$ cat config.mk
export PLATFORM = sky130hd
export DESIGN_NAME = bra_arbiter
export DESIGN_NICKNAME = d
export VERILOG_FILES = /design/src/pkg/bra_pkg.sv /design/src/verilog/bra_arbiter.sv
export VERILOG_INCLUDE_DIRS = /design/src /design/src/pkg
export SDC_FILE = /design/constraint.sdc
export NUM_CORES = 1
export LEC_CHECK = 0
export ABC_AREA = 1
export BUFFER_PORTS_ARGS = -buffer_cell sky130_fd_sc_hd__buf_2
export CAP_MARGIN = 20
export CORE_ASPECT_RATIO = 1.4
export CORE_MARGIN = 2
export CORE_UTILIZATION = 46
export DETAILED_ROUTE_END_ITERATION = 10
export PLACE_DENSITY = 0.85
export SYNTH_ARGS = -nofsm -noshare
export SYNTH_HDL_FRONTEND = slang
export SYNTH_SLANG_ARGS = --single-unit
$ cat constraint.sdc
create_clock -name aclk -period 3.65 [get_ports aclk]
set_clock_uncertainty 0.15 [all_clocks]
set_input_delay 0.1825 -clock aclk [delete_from_list [all_inputs] [get_ports aclk]]
set_output_delay 0.1825 -clock aclk [all_outputs]
set_load 0.01 [all_outputs]
$ cat src/pkg/bra_defs.svh
`ifndef BRA_DEFS_SVH
`define BRA_DEFS_SVH
// ----------------------------------------
// register map
// ----------------------------------------
`define BRA_CTRL_OFS 8'h00
`define BRA_STAT_OFS 8'h04
`define BRA_CTRL_RLE 0
`define BRA_CTRL_DROPEN 1
`define BRA_CTRL_PINSEL 2
`define BRA_CTRL_RST 3'h0
`define BRA_STAT_REL 0
`define BRA_STAT_ACK 1
`define BRA_STAT_DROP 2
`define BRA_STAT_OWN 3
// ----------------------------------------
// timing
// ----------------------------------------
`define BRA_DROP_HALF_CLKS 3
`define BRA_DROP_CYC ((`BRA_DROP_HALF_CLKS + 1) / 2)
`define BRA_RESP_OKAY 2'h0
`define BRA_RESP_SLVERR 2'h2
`endif

$ cat src/pkg/bra_pkg.sv
package bra_pkg;
   // ----------------------------------------
   // states and modes
   // ----------------------------------------
   typedef enum logic [1:0] {
      REL_IDLE = 2'h0,
      REL_HELD = 2'h1,
      REL_RET = 2'h3
   } bra_rel_e;
   typedef enum logic [1:0] {
      OWN_CPU = 2'h0,
      OWN_DTC = 2'h1,
      OWN_DMA = 2'h3
   } bra_own_e;
   typedef enum logic [1:0] {
      DMA_SINGLE = 2'h0,
      DMA_STEAL = 2'h1,
      DMA_BLOCK = 2'h2,
      DMA_BURST = 2'h3
   } bra_dma_mode_e;
   // ----------------------------------------
   // internal master requests
   // ----------------------------------------
   typedef struct packed {
      logic dma_req;
      bra_dma_mode_e dma_mode;
      logic dma_xfer_done;
      logic dma_block_done;
      logic dma_all_done;
      logic dtc_req;
      logic dtc_step_done;
      logic cpu_cycle_end;
      logic cpu_split_busy;
      logic cpu_sleep;
   } bra_mst_s;
   typedef struct packed {
      logic dma;
      logic data_transfer_ctrl;
      logic cpu;
   } bra_grant_s;
endpackage

$ cat src/verilog/bra_arbiter.sv
// The register addresses and register access over AXI4-Lite were chosen for this implementation.
`timescale 1ns/100ps
`include "bra_defs.svh"
// Operation
// - release granted only in expanded mode with release enable set
// - low request sampled: acknowledge low, bus pins float
// - internal masters keep using internal bus while released
// - internal external access waits until outside request withdrawn
// - refresh waits while external bus is released
// - drop output low during release on pending access or refresh
// - request high ends release, acknowledge returns high
// - drop output returns high 1.5 clocks after acknowledge rises (rounded up here: high 2 clocks after)
// - release beats simultaneous internal external access
// - refresh beats release; refresh and external access run together
// - pin select bit picks which pin carries drop output
// - released: address, data, strobes float, DMA acknowledges high
// - highest requesting master acknowledged, keeps bus until withdrawn
// - CPU yields only between bus cycles, never inside split access
// - sleeping CPU yields at once
// - transfer controller yields only after a complete step
// - DMA single and cycle-steal modes yield after each transfer
// - DMA block mode yields per block, burst at completion
// - release only after current external bus cycle ends
// - reset aborts everything and enters the reset state
module bra_arbiter (
   // clock and reset
   input wire logic aclk,
   input wire logic aresetn,
   // axi4-lite write address
   input wire logic [7:0] s_axi_awaddr,
   input wire logic s_axi_awvalid,
   output logic s_axi_awready,
   // axi4-lite write data
   input wire logic [31:0] s_axi_wdata,
   input wire logic [3:0] s_axi_wstrb,
   input wire logic s_axi_wvalid,
   output logic s_axi_wready,
   // axi4-lite write response
   output logic [1:0] s_axi_bresp,
   output logic s_axi_bvalid,
   input wire logic s_axi_bready,
   // axi4-lite read
   input wire logic [7:0] s_axi_araddr,
   input wire logic s_axi_arvalid,
   output logic s_axi_arready,
   output logic [31:0] s_axi_rdata,
   output logic [1:0] s_axi_rresp,
   output logic s_axi_rvalid,
   input wire logic s_axi_rready,
   // chip mode and external bus activity
   input wire logic ext_expanded,
   input wire logic ext_access_req,
   input wire logic ext_cycle_busy,
   input wire logic refresh_req,
   // internal masters
   input wire bra_pkg::bra_mst_s mst,
   output bra_pkg::bra_grant_s grant,
   // external bus handshake pins
   input wire logic ext_bus_request_n,
   output logic ext_bus_ack_n,
   output logic request_drop_n,
   output logic request_drop_a_oe_n,
   output logic request_drop_b_oe_n,
   // external bus control
   output logic bus_oe_n,
   output logic dma_ack_force_high,
   output logic ext_cycle_go,
   output logic refresh_go
);

   // ----------------------------------------
   // state
   // ----------------------------------------
   typedef struct packed {
      bra_pkg::bra_rel_e rel;
      logic [1:0] cnt;
      bra_pkg::bra_own_e own;
      logic [2:0] ctrl;
      logic aw_ok;
      logic w_ok;
      logic [7:0] awaddr;
      logic [31:0] wdata;
      logic [3:0] wstrb;
      logic awready;
      logic wready;
      logic bvalid;
      logic [1:0] bresp;
      logic arready;
      logic rvalid;
      logic [31:0] rdata;
      logic [1:0] rresp;
      logic ack_n;
      logic drop_n;
      logic drop_a_oe_n;
      logic drop_b_oe_n;
      logic go_ext;
      logic go_rfsh;
      logic bus_oe_n;
      logic dma_hi;
      bra_pkg::bra_grant_s grant;
   } bra_state_s;

   bra_state_s q;
   bra_state_s d;
   logic rel_ok;
   logic rel_start;
   logic dma_yield;
   logic own_free;
   logic [1:0] drop_cnt_init;

   assign drop_cnt_init = 2'(`BRA_DROP_CYC - 1);

   // ----------------------------------------
   // next state
   // ----------------------------------------
   always_comb begin
      d = q;
      // request honoured only when enabled in expanded mode
      rel_ok = ext_expanded && q.ctrl[`BRA_CTRL_RLE]
         && !ext_bus_request_n;
      // refresh wins; wait for the running external cycle
      rel_start = rel_ok && !refresh_req
         && !ext_cycle_busy;

      // release handshake
      case (q.rel)
         bra_pkg::REL_IDLE: begin
            d.drop_n = 1'b1;
            if (rel_start) begin
               d.rel = bra_pkg::REL_HELD;
            end
         end
         bra_pkg::REL_HELD: begin
            // ask the outside master to let go
            d.drop_n = !(q.ctrl[`BRA_CTRL_DROPEN]
               && (ext_access_req || refresh_req));
            if (ext_bus_request_n) begin
               d.rel = bra_pkg::REL_RET;
               d.cnt = drop_cnt_init;
            end
         end
         bra_pkg::REL_RET: begin
            // drop output holds until its delay has run out
            if (q.cnt == 2'h0) begin
               d.drop_n = 1'b1;
               d.rel = bra_pkg::REL_IDLE;
            end else begin
               d.cnt = q.cnt - 2'h1;
            end
         end
         default: begin
            d.rel = bra_pkg::REL_IDLE;
            d.drop_n = 1'b1;
         end
      endcase
      d.ack_n = (d.rel != bra_pkg::REL_HELD);
      // accesses and refresh only start with the bus in hand
      d.go_ext = ext_access_req && !rel_start
         && d.rel == bra_pkg::REL_IDLE;
      d.go_rfsh = refresh_req
         && d.rel == bra_pkg::REL_IDLE;
      // float and force-high flop beside the acknowledge itself
      d.bus_oe_n = !d.ack_n;
      d.dma_hi = !d.ack_n;

      // internal arbitration; release does not stop it
      case (mst.dma_mode)
         bra_pkg::DMA_SINGLE: dma_yield = mst.dma_xfer_done;
         bra_pkg::DMA_STEAL: dma_yield = mst.dma_xfer_done;
         bra_pkg::DMA_BLOCK: dma_yield = mst.dma_block_done;
         bra_pkg::DMA_BURST: dma_yield = mst.dma_all_done;
         default: dma_yield = 1'b0;
      endcase
      case (q.own)
         bra_pkg::OWN_DMA: own_free = !mst.dma_req || dma_yield;
         bra_pkg::OWN_DTC:
            own_free = !mst.dtc_req || mst.dtc_step_done;
         bra_pkg::OWN_CPU: own_free = mst.cpu_sleep
            || (mst.cpu_cycle_end && !mst.cpu_split_busy);
         default: own_free = 1'b1;
      endcase
      if (own_free) begin
         if (mst.dma_req) begin
            d.own = bra_pkg::OWN_DMA;
         end else if (mst.dtc_req) begin
            d.own = bra_pkg::OWN_DTC;
         end else begin
            d.own = bra_pkg::OWN_CPU;
         end
      end
      d.grant.dma = (d.own == bra_pkg::OWN_DMA);
      d.grant.data_transfer_ctrl = (d.own == bra_pkg::OWN_DTC);
      d.grant.cpu = (d.own == bra_pkg::OWN_CPU);

      // axi write: address and data in either order
      if (s_axi_awvalid && q.awready) begin
         d.aw_ok = 1'b1;
         d.awaddr = s_axi_awaddr;
      end
      if (s_axi_wvalid && q.wready) begin
         d.w_ok = 1'b1;
         d.wdata = s_axi_wdata;
         d.wstrb = s_axi_wstrb;
      end
      if (s_axi_bvalid && s_axi_bready) begin
         d.bvalid = 1'b0;
      end
      if (q.aw_ok && q.w_ok && !q.bvalid) begin
         d.aw_ok = 1'b0;
         d.w_ok = 1'b0;
         d.bvalid = 1'b1;
         if (q.awaddr == `BRA_CTRL_OFS) begin
            d.bresp = `BRA_RESP_OKAY;
            if (q.wstrb[0]) begin
               d.ctrl = q.wdata[2:0];
            end
         end else if (q.awaddr == `BRA_STAT_OFS) begin
            d.bresp = `BRA_RESP_OKAY;
         end else begin
            d.bresp = `BRA_RESP_SLVERR;
         end
      end
      d.awready = !d.aw_ok && !d.bvalid;
      d.wready = !d.w_ok && !d.bvalid;

      // axi read
      if (s_axi_rvalid && s_axi_rready) begin
         d.rvalid = 1'b0;
      end
      if (s_axi_arvalid && q.arready) begin
         d.rvalid = 1'b1;
         d.rdata = 32'h0;
         d.rresp = `BRA_RESP_OKAY;
         if (s_axi_araddr == `BRA_CTRL_OFS) begin
            d.rdata[2:0] = q.ctrl;
         end else if (s_axi_araddr == `BRA_STAT_OFS) begin
            d.rdata[`BRA_STAT_REL] = (q.rel == bra_pkg::REL_HELD);
            d.rdata[`BRA_STAT_ACK] = q.ack_n;
            d.rdata[`BRA_STAT_DROP] = q.drop_n;
            d.rdata[`BRA_STAT_OWN +: 2] = q.own;
         end else begin
            d.rresp = `BRA_RESP_SLVERR;
         end
      end
      d.arready = !d.rvalid;

      // drop output pin routing follows the control register
      d.drop_a_oe_n = !(d.ctrl[`BRA_CTRL_DROPEN]
         && !d.ctrl[`BRA_CTRL_PINSEL]);
      d.drop_b_oe_n = !(d.ctrl[`BRA_CTRL_DROPEN]
         && d.ctrl[`BRA_CTRL_PINSEL]);
   end

   // ----------------------------------------
   // registers
   // ----------------------------------------
   always_ff @(posedge aclk) begin
      if (!aresetn) begin
         // no bus cycle survives a reset
         q <= '0;
         q.rel <= bra_pkg::REL_IDLE;
         q.own <= bra_pkg::OWN_CPU;
         q.ctrl <= `BRA_CTRL_RST;
         q.ack_n <= 1'b1;
         q.drop_n <= 1'b1;
         q.drop_a_oe_n <= 1'b1;
         q.drop_b_oe_n <= 1'b1;
         q.grant.cpu <= 1'b1;
      end else begin
         q <= d;
      end
   end

   // ----------------------------------------
   // outputs
   // ----------------------------------------
   assign s_axi_awready = q.awready;
   assign s_axi_wready = q.wready;
   assign s_axi_bvalid = q.bvalid;
   assign s_axi_bresp = q.bresp;
   assign s_axi_arready = q.arready;
   assign s_axi_rvalid = q.rvalid;
   assign s_axi_rdata = q.rdata;
   assign s_axi_rresp = q.rresp;
   assign ext_bus_ack_n = q.ack_n;
   assign request_drop_n = q.drop_n;
   assign request_drop_a_oe_n = q.drop_a_oe_n;
   assign request_drop_b_oe_n = q.drop_b_oe_n;
   // every pin comes straight from a flop, no glitching decode
   assign bus_oe_n = q.bus_oe_n;
   assign dma_ack_force_high = q.dma_hi;
   assign ext_cycle_go = q.go_ext;
   assign refresh_go = q.go_rfsh;
   assign grant = q.grant;
endmodule // bra_arbiter

==> metrics.txt, run 1 <==
# TYPE chip_impl_metric gauge
chip_impl_metric{name="grt_antenna_before_repair",unit=""} 0
chip_impl_metric{name="worst_ir_drop_vdd",unit="mV"} 0.269
chip_impl_info{name="tritoncts_clock_tree",value="done"} 1
chip_impl_metric{name="drive_gt1_frac",unit=""} 0.264
chip_impl_metric{name="io-pin-count",unit=""} 127
chip_impl_metric{name="clk_transition_reported_paths",unit="ns"} 0.08
chip_impl_metric{name="syn2layout_area_growth",unit="%"} 16.7
chip_impl_metric{name="synth-compound-area-share",unit=""} 0.0919
chip_impl_metric{name="worst-endpoint-arrival",unit="ns"} 1.52
chip_impl_info{name="global_route.peak_usage_layer",value="met2"} 1
chip_impl_metric{name="post-route-util",unit=""} 0.548
chip_impl_metric{name="timing.fmax",unit="MHz"} 665
chip_impl_metric{name="stdcell_area",unit="mm2"} 0.00245
chip_impl_info{name="criticalPathCategory",value="reg -> reg"} 1
chip_impl_metric{name="postRouteWirelength",unit="mm"} 4.03
chip_impl_metric{name="port_buffers",unit=""} 60
chip_impl_metric{name="final.period_utilization",unit=""} 0.412
chip_impl_metric{name="yosysWarnings",unit=""} 0
chip_impl_info{name="min_path_type",value="in -> reg"} 1
chip_impl_metric{name="yosys-mux-area-fraction",unit=""} 0
chip_impl_metric{name="grt_util_met2",unit=""} 0.307
chip_impl_info{name="cp-start-kind",value="register"} 1
chip_impl_metric{name="cts_setup_buffers",unit=""} 0
chip_impl_info{name="commonest_non_fill_non_tap_cell_in_the_layout",value="sky130_fd_sc_hd__buf_2"} 1
chip_impl_metric{name="post_synth.cell_area_avg",unit="um2"} 7.54
chip_impl_metric{name="initial_core_util",unit=""} 0.470
chip_impl_info{name="min-delay-start",value="s_axi_wdata[2]"} 1
chip_impl_metric{name="die-width",unit="um"} 61.0
chip_impl_metric{name="post_drt_wl_per_cell",unit="um"} 10.1
chip_impl_metric{name="antenna_cells_inserted",unit=""} 0
chip_impl_metric{name="level_count_of_the_clock_h_tree",unit=""} 2
chip_impl_info{name="run_status",value="finished clean"} 1
chip_impl_metric{name="multiInputGateArea",unit="um2"} 872
chip_impl_metric{name="power.leakage",unit="uW"} 0.00120
chip_impl_info{name="setup_repair_after_global_routing_missed_its_margin",value="no"} 1
chip_impl_metric{name="die_area",unit="mm2"} 0.00512
chip_impl_info{name="worst_setup_path_startpoint",value="q[103]$_SDFFE_PN0P_"} 1
chip_impl_metric{name="synth.yosys.seq_area_share",unit=""} 0.430
chip_impl_metric{name="routabilityCongestion",unit=""} 0.691
chip_impl_metric{name="synthesis.area",unit="mm2"} 0.00210
chip_impl_metric{name="layout.filler_cells",unit=""} 453
chip_impl_info{name="clock_tree.root_cell",value="sky130_fd_sc_hd__clkbuf_8"} 1
chip_impl_metric{name="drt_iter0_markers",unit=""} 52
chip_impl_metric{name="synth-adder-area-share",unit=""} 0.00597
chip_impl_metric{name="synth_cell_types",unit=""} 25
chip_impl_metric{name="dp_hpwl",unit="mm"} 3.08
chip_impl_metric{name="placedInstanceArea",unit="mm2"} 0.00226
chip_impl_info{name="synth_top_family_by_area",value="simple AND/OR/NAND/NOR gates"} 1
chip_impl_metric{name="routed-via-count",unit=""} 1738
chip_impl_metric{name="setup_violations",unit=""} 0
chip_impl_metric{name="total_power",unit="uW"} 1040
chip_impl_metric{name="coreArea",unit="mm2"} 0.00446
chip_impl_info{name="reg2reg_from",value="q[103]$_SDFFE_PN0P_"} 1
chip_impl_metric{name="report.final.hold_viol_count",unit=""} 0
chip_impl_metric{name="grt_pass1_vias",unit=""} 1570
chip_impl_metric{name="maximum_number_of_pins_on_one_net_before_global_route_repair",unit=""} 24
chip_impl_metric{name="regArea",unit="um2"} 901
chip_impl_metric{name="post_synth_xor_area_fraction",unit=""} 0
chip_impl_metric{name="use_met1",unit=""} 0.163
chip_impl_metric{name="dieHeight",unit="um"} 83.9
chip_impl_metric{name="hold_ws",unit="ns"} 0.00814
chip_impl_metric{name="yosys.area_share.simple",unit=""} 0.266
chip_impl_metric{name="post_drt_via_cell_ratio",unit=""} 4.36
chip_impl_metric{name="timing.critical_path.required",unit="ns"} 3.67
chip_impl_metric{name="ant_nets",unit=""} 0
chip_impl_metric{name="drc",unit=""} 0
chip_impl_metric{name="max_cap_viol_count",unit=""} 0
chip_impl_metric{name="critical_path_peak_fanout",unit=""} 6
chip_impl_metric{name="nNetsFinal",unit=""} 412
chip_impl_metric{name="insertion_delay",unit="ns"} 0.29
chip_impl_info{name="layout_common_cells",value="sky130_fd_sc_hd__buf_2, sky130_fd_sc_hd__nor2_1, sky130_fd_sc_hd__dfxtp_1"} 1
chip_impl_metric{name="cts_buffers",unit=""} 5
chip_impl_metric{name="rows",unit=""} 29
chip_impl_info{name="timing.critical_path.to_type",value="register"} 1
chip_impl_metric{name="globalRoute.totalOverflow",unit=""} 0
chip_impl_metric{name="grt_use_total",unit=""} 0.165
chip_impl_metric{name="netlist_instances",unit=""} 278
chip_impl_metric{name="ctsLongestPathBuffers",unit=""} 2
chip_impl_metric{name="met3_usage",unit=""} 0.0388
chip_impl_metric{name="setup_total_negative_slack",unit="ns"} 0
chip_impl_metric{name="grt_first_pass_wirelength",unit="mm"} 6.46
chip_impl_metric{name="dr.pass1.iters",unit=""} 4
chip_impl_metric{name="final_max_slew_viol_count",unit=""} 0
chip_impl_metric{name="final_critical_delay_including_setup_and_external_delays",unit="ns"} 1.50
chip_impl_metric{name="power_density",unit="mW/mm2"} 425
chip_impl_metric{name="tritoncts_num_sinks",unit=""} 45
chip_impl_metric{name="synth.ff_latch_count",unit=""} 45
path summary, 6_finish.rpt:
check                         to  slack [ns]  cells after the start
min reg2reg   q[57]$_SDFFE_PN0P_        0.31                      2
max reg2reg  q[103]$_SDFFE_PN0P_        2.15                      6
min           q[58]$_SDFFE_PN0P_       0.008                      3
max          q[103]$_SDFFE_PN0P_        2.15                      6
cells in the mapped netlist:
cell type | count | area share
sky130_fd_sc_hd__nor2_1 | 57 | 0.10
sky130_fd_sc_hd__nand3_1 | 15 | 0.036
sky130_fd_sc_hd__a21oi_2 | 2 | 0.0084
sky130_fd_sc_hd__a21oi_4 | 1 | 0.0078
sky130_fd_sc_hd__o21ai_2 | 3 | 0.013
sky130_fd_sc_hd__o21ai_0 | 15 | 0.036
sky130_fd_sc_hd__o21ai_1 | 1 | 0.0024
sky130_fd_sc_hd__inv_2 | 4 | 0.0072
sky130_fd_sc_hd__ha_1 | 1 | 0.0060
sky130_fd_sc_hd__nand2_1 | 36 | 0.064
sky130_fd_sc_hd__nor2_2 | 4 | 0.012
sky130_fd_sc_hd__conb_1 | 1 | 0.0018
sky130_fd_sc_hd__buf_2 | 3 | 0.0072
sky130_fd_sc_hd__nor4_1 | 2 | 0.0060
sky130_fd_sc_hd__a21oi_1 | 9 | 0.021
sky130_fd_sc_hd__inv_1 | 25 | 0.045
sky130_fd_sc_hd__nand3b_1 | 2 | 0.0072
sky130_fd_sc_hd__dfxtp_1 | 45 | 0.43
sky130_fd_sc_hd__nor2_4 | 3 | 0.016
sky130_fd_sc_hd__clkbuf_1 | 1 | 0.0018
sky130_fd_sc_hd__nand2_2 | 4 | 0.012
sky130_fd_sc_hd__buf_4 | 40 | 0.14
sky130_fd_sc_hd__nand3_2 | 1 | 0.0048
sky130_fd_sc_hd__o21bai_1 | 1 | 0.0036
sky130_fd_sc_hd__nand4_1 | 2 | 0.0060
critical path, stage by stage (launching register included):
cell                      delay [ns]
sky130_fd_sc_hd__dfxtp_1        0.36
sky130_fd_sc_hd__inv_1          0.08
sky130_fd_sc_hd__ha_1           0.25
sky130_fd_sc_hd__a21oi_4        0.20
sky130_fd_sc_hd__o21ai_2        0.14
sky130_fd_sc_hd__o21ai_2        0.16
sky130_fd_sc_hd__a21oi_2        0.04
power by group:
group	leakage [uW]	internal [uW]	total (uW)	switching, uW
clock	0.0000585	223	380	157
combinational	0.000774	51.3	132	81.1
sequential	0.000369	515	527	12.1
total	0.00120	790	1040	250
per-stage QoR:
stage	worst slack, ns	std cells
3_3_place_gp	2.22	384
3_5_place_dp	2.17	384
5_1_grt	2.06	399
4_1_cts	2.14	399
6_report	2.15	399
2_1_floorplan	2.28	306
what timing repair did:
action | CTS | global route
resized for setup | 0 | 0
hold buffers | 7 | 0
endpoints found under the hold margin | 7 | 0
setup endpoints to repair | 0 | 0
registers in the layout, summed over array words and instances, names as in the netlist:
| signal | flops |
|---|---|
| s_axi_awready | 1 |
| refresh_go | 1 |
| request_drop_a_oe_n | 1 |
| s_axi_wready | 1 |
| q | 23 |
| s_axi_arready | 1 |
| grant | 3 |
| s_axi_rresp | 1 |
| dma_ack_force_high | 1 |
| request_drop_n | 1 |
| s_axi_bvalid | 1 |
| ext_bus_ack_n | 1 |
| s_axi_bresp | 1 |
| s_axi_rvalid | 1 |
| s_axi_rdata | 5 |
| ext_cycle_go | 1 |
| request_drop_b_oe_n | 1 |
layer usage:
metal  vias up  wire length (um)  part of all wire
li1        913                 -                 -
met1       756              1480              0.37
met2        65              2280              0.57
met3         4               227             0.056
met4         0                38            0.0094
met5         -                 0                 0
kinds of logic after synthesis:
logic type | count (synthesis)
AND/OR/NAND/NOR | 126
flip-flops | 45
adder cells (fa/ha/maj) | 1
buffers and inverters | 73
AO/OA/AOI/OAI | 32
other | 1
area by class of cell:
type	instances	area share
sequential	45	0.368
clock buffer	7	0.0353
clock inverter	1	0.0123
tap	62	0.0317
inverter	29	0.0445
multi-input combinational	188	0.357
timing repair buffer	67	0.151
(Power assumes the default switching activity.)
==> run 2: changes to the inputs <==
Settings changed: CORE_UTILIZATION 46 to 43, PLACE_DENSITY 0.85 to 0.8.
Clock period 3.65 ns to 1.5 ns, I/O delays scaled along.
==> metrics.txt, run 2 (synthesized netlist as in run 1, its figures left out) <==
# TYPE chip_impl_metric gauge
chip_impl_metric{name="grt_pass1_vias",unit=""} 1749
chip_impl_metric{name="setup_violations",unit=""} 0
chip_impl_metric{name="initial_core_util",unit=""} 0.440
chip_impl_info{name="setup_repair_after_global_routing_missed_its_margin",value="no"} 1
chip_impl_metric{name="routabilityCongestion",unit=""} 0.797
chip_impl_info{name="commonest_non_fill_non_tap_cell_in_the_layout",value="sky130_fd_sc_hd__buf_2"} 1
chip_impl_metric{name="dp_hpwl",unit="mm"} 2.96
chip_impl_metric{name="power.leakage",unit="uW"} 0.00127
chip_impl_info{name="run_status",value="finished clean"} 1
chip_impl_metric{name="coreArea",unit="mm2"} 0.00477
chip_impl_metric{name="report.final.hold_viol_count",unit=""} 0
chip_impl_metric{name="clk_transition_reported_paths",unit="ns"} 0.09
chip_impl_metric{name="max_cap_viol_count",unit=""} 0
chip_impl_info{name="cp-start-kind",value="register"} 1
chip_impl_metric{name="cts_buffers",unit=""} 5
chip_impl_info{name="tritoncts_clock_tree",value="done"} 1
chip_impl_metric{name="tritoncts_num_sinks",unit=""} 45
chip_impl_info{name="clock_tree.root_cell",value="sky130_fd_sc_hd__clkbuf_8"} 1
chip_impl_metric{name="post_drt_wl_per_cell",unit="um"} 9.88
chip_impl_metric{name="ant_nets",unit=""} 0
chip_impl_metric{name="cts_setup_buffers",unit=""} 0
chip_impl_metric{name="power_density",unit="mW/mm2"} 911
chip_impl_metric{name="largest_register_ff_count",unit=""} 23
chip_impl_metric{name="die_area",unit="mm2"} 0.00546
chip_impl_metric{name="dieHeight",unit="um"} 86.6
chip_impl_metric{name="critical_path_peak_fanout",unit=""} 6
chip_impl_metric{name="final_critical_delay_including_setup_and_external_delays",unit="ns"} 1.40
chip_impl_metric{name="final.period_utilization",unit=""} 0.934
chip_impl_metric{name="numPlacedInstances",unit=""} 388
chip_impl_metric{name="cp_num_buf_inv",unit=""} 1
chip_impl_metric{name="drc",unit=""} 0
chip_impl_metric{name="layout.filler_cells",unit=""} 451
chip_impl_metric{name="die-width",unit="um"} 63
chip_impl_metric{name="dr.pass1.iters",unit=""} 4
chip_impl_metric{name="drive_gt1_frac",unit=""} 0.270
chip_impl_metric{name="insertion_delay",unit="ns"} 0.30
chip_impl_info{name="min_path_type",value="in -> reg"} 1
chip_impl_metric{name="grt_antenna_before_repair",unit=""} 0
chip_impl_info{name="worst_path_dominant_cell_family",value="buffers and inverters"} 1
chip_impl_metric{name="final_max_slew_viol_count",unit=""} 0
chip_impl_info{name="timing.critical_path.slowest_stage_cell",value="sky130_fd_sc_hd__dlygate4sd3_1"} 1
chip_impl_metric{name="grt_first_pass_wirelength",unit="mm"} 6.93
chip_impl_metric{name="post_drt_via_cell_ratio",unit=""} 4.34
chip_impl_info{name="chain_of_cells_forming_the_critical_path",value="nand2_2 > o21ai_0 > dlygate4sd3_1 > nor2_1"} 1
chip_impl_metric{name="drt_iter0_markers",unit=""} 45
chip_impl_metric{name="ctsLongestPathBuffers",unit=""} 2
chip_impl_metric{name="globalRoute.totalOverflow",unit=""} 0
chip_impl_metric{name="maximum_number_of_pins_on_one_net_before_global_route_repair",unit=""} 18
chip_impl_metric{name="placedInstanceArea",unit="mm2"} 0.00228
chip_impl_info{name="criticalPathCategory",value="reg -> reg"} 1
chip_impl_metric{name="worst_ir_drop_vdd",unit="mV"} 0.549
chip_impl_metric{name="timing.fmax",unit="MHz"} 713
chip_impl_metric{name="nNetsFinal",unit=""} 431
chip_impl_metric{name="worst_path_largest_cell_delay",unit="ns"} 0.56
chip_impl_metric{name="syn2layout_area_growth",unit="%"} 25.1
chip_impl_info{name="layout_common_cells",value="sky130_fd_sc_hd__buf_2, sky130_fd_sc_hd__nor2_1, sky130_fd_sc_hd__dfxtp_1"} 1
chip_impl_metric{name="routed-via-count",unit=""} 1824
chip_impl_metric{name="postRouteWirelength",unit="mm"} 4.15
chip_impl_metric{name="grt_use_total",unit=""} 0.159
chip_impl_metric{name="timing.critical_path.required",unit="ns"} 1.55
chip_impl_metric{name="rows",unit=""} 30
chip_impl_metric{name="level_count_of_the_clock_h_tree",unit=""} 2
chip_impl_metric{name="stdcell_area",unit="mm2"} 0.00262
chip_impl_info{name="regMostFlops",value="q"} 1
chip_impl_metric{name="port_buffers",unit=""} 60
chip_impl_metric{name="antenna_cells_inserted",unit=""} 0
chip_impl_metric{name="setup_total_negative_slack",unit="ns"} 0
chip_impl_metric{name="io-pin-count",unit=""} 127
chip_impl_metric{name="total_power",unit="uW"} 2390
chip_impl_info{name="timing.critical_path.to_type",value="register"} 1
chip_impl_metric{name="worst-endpoint-arrival",unit="ns"} 1.45
chip_impl_metric{name="final-instance-count-excl-fill",unit=""} 420
[run 2: path summary, 6_finish.rpt]
path         slack [ns]                           to                     from  depth (start not counted)
max                 0.1           q[56]$_SDFFE_PN0P_  s_axi_wready$_SDFF_PN0_                          4
min                0.03  s_axi_rdata[3]$_SDFFE_PN0P_          s_axi_araddr[0]                          6
max reg2reg         0.1           q[56]$_SDFFE_PN0P_  s_axi_wready$_SDFF_PN0_                          4
min reg2reg        0.31           q[90]$_SDFFE_PN0P_       q[90]$_SDFFE_PN0P_                          2
[run 2: metal layers]
metal	up-vias	wire, um	track usage	part of all wire
met5	-	0	0	0
met4	0	66	0.0788	0.016
met3	7	238	0.0299	0.057
met2	67	2340	0.326	0.56
met1	801	1500	0.144	0.36
li1	949	-	-	-
[run 2: worst reg2reg max path: stages (launching register included)]
cell	delay (ns)
sky130_fd_sc_hd__dfxtp_2	0.34
sky130_fd_sc_hd__nand2_2	0.08
sky130_fd_sc_hd__o21ai_0	0.13
sky130_fd_sc_hd__dlygate4sd3_1	0.56
sky130_fd_sc_hd__nor2_1	0.04
[run 2: repair_timing]
item / CTS / global route
endpoints found under the setup margin: 1 / 4
hold endpoints to repair: 31 / 1
hold buffers: 23 / 1
gates resized for setup: 1 / 4
pin swaps: 0 / 1
[run 2: power by group]
part / internal [uW] / switching [uW]
clock: 330 / 413
combinational: 159 / 204
sequential: 1250 / 28.6
total: 1740 / 646
[run 2: final cells by class]
type,count,area [um2],share of cell area
Tap cell,64,80.1,0.0305
Timing Repair Buffer,86,556,0.212
Clock inverter,3,21.3,0.00811
Clock buffer,5,68.8,0.0262
Sequential cell,45,903,0.344
Multi-Input combinational cell,188,885,0.337
Inverter,29,109,0.0415
[run 2: metrics by stage]
| step | util | worst slack (ns) | hold WS (ns) |
|---|---|---|---|
| 2_1_floorplan | - | 0.134 | 0.0442 |
| 3_3_place_gp | 0.478 | 0.0621 | 0.170 |
| 3_5_place_dp | 0.478 | 0.00809 | 0.181 |
| 4_1_cts | 0.546 | 0.0127 | 0.00530 |
| 5_1_grt | 0.550 | 0.0127 | 0.0473 |
| 6_report | 0.550 | 0.0983 | 0.0302 |
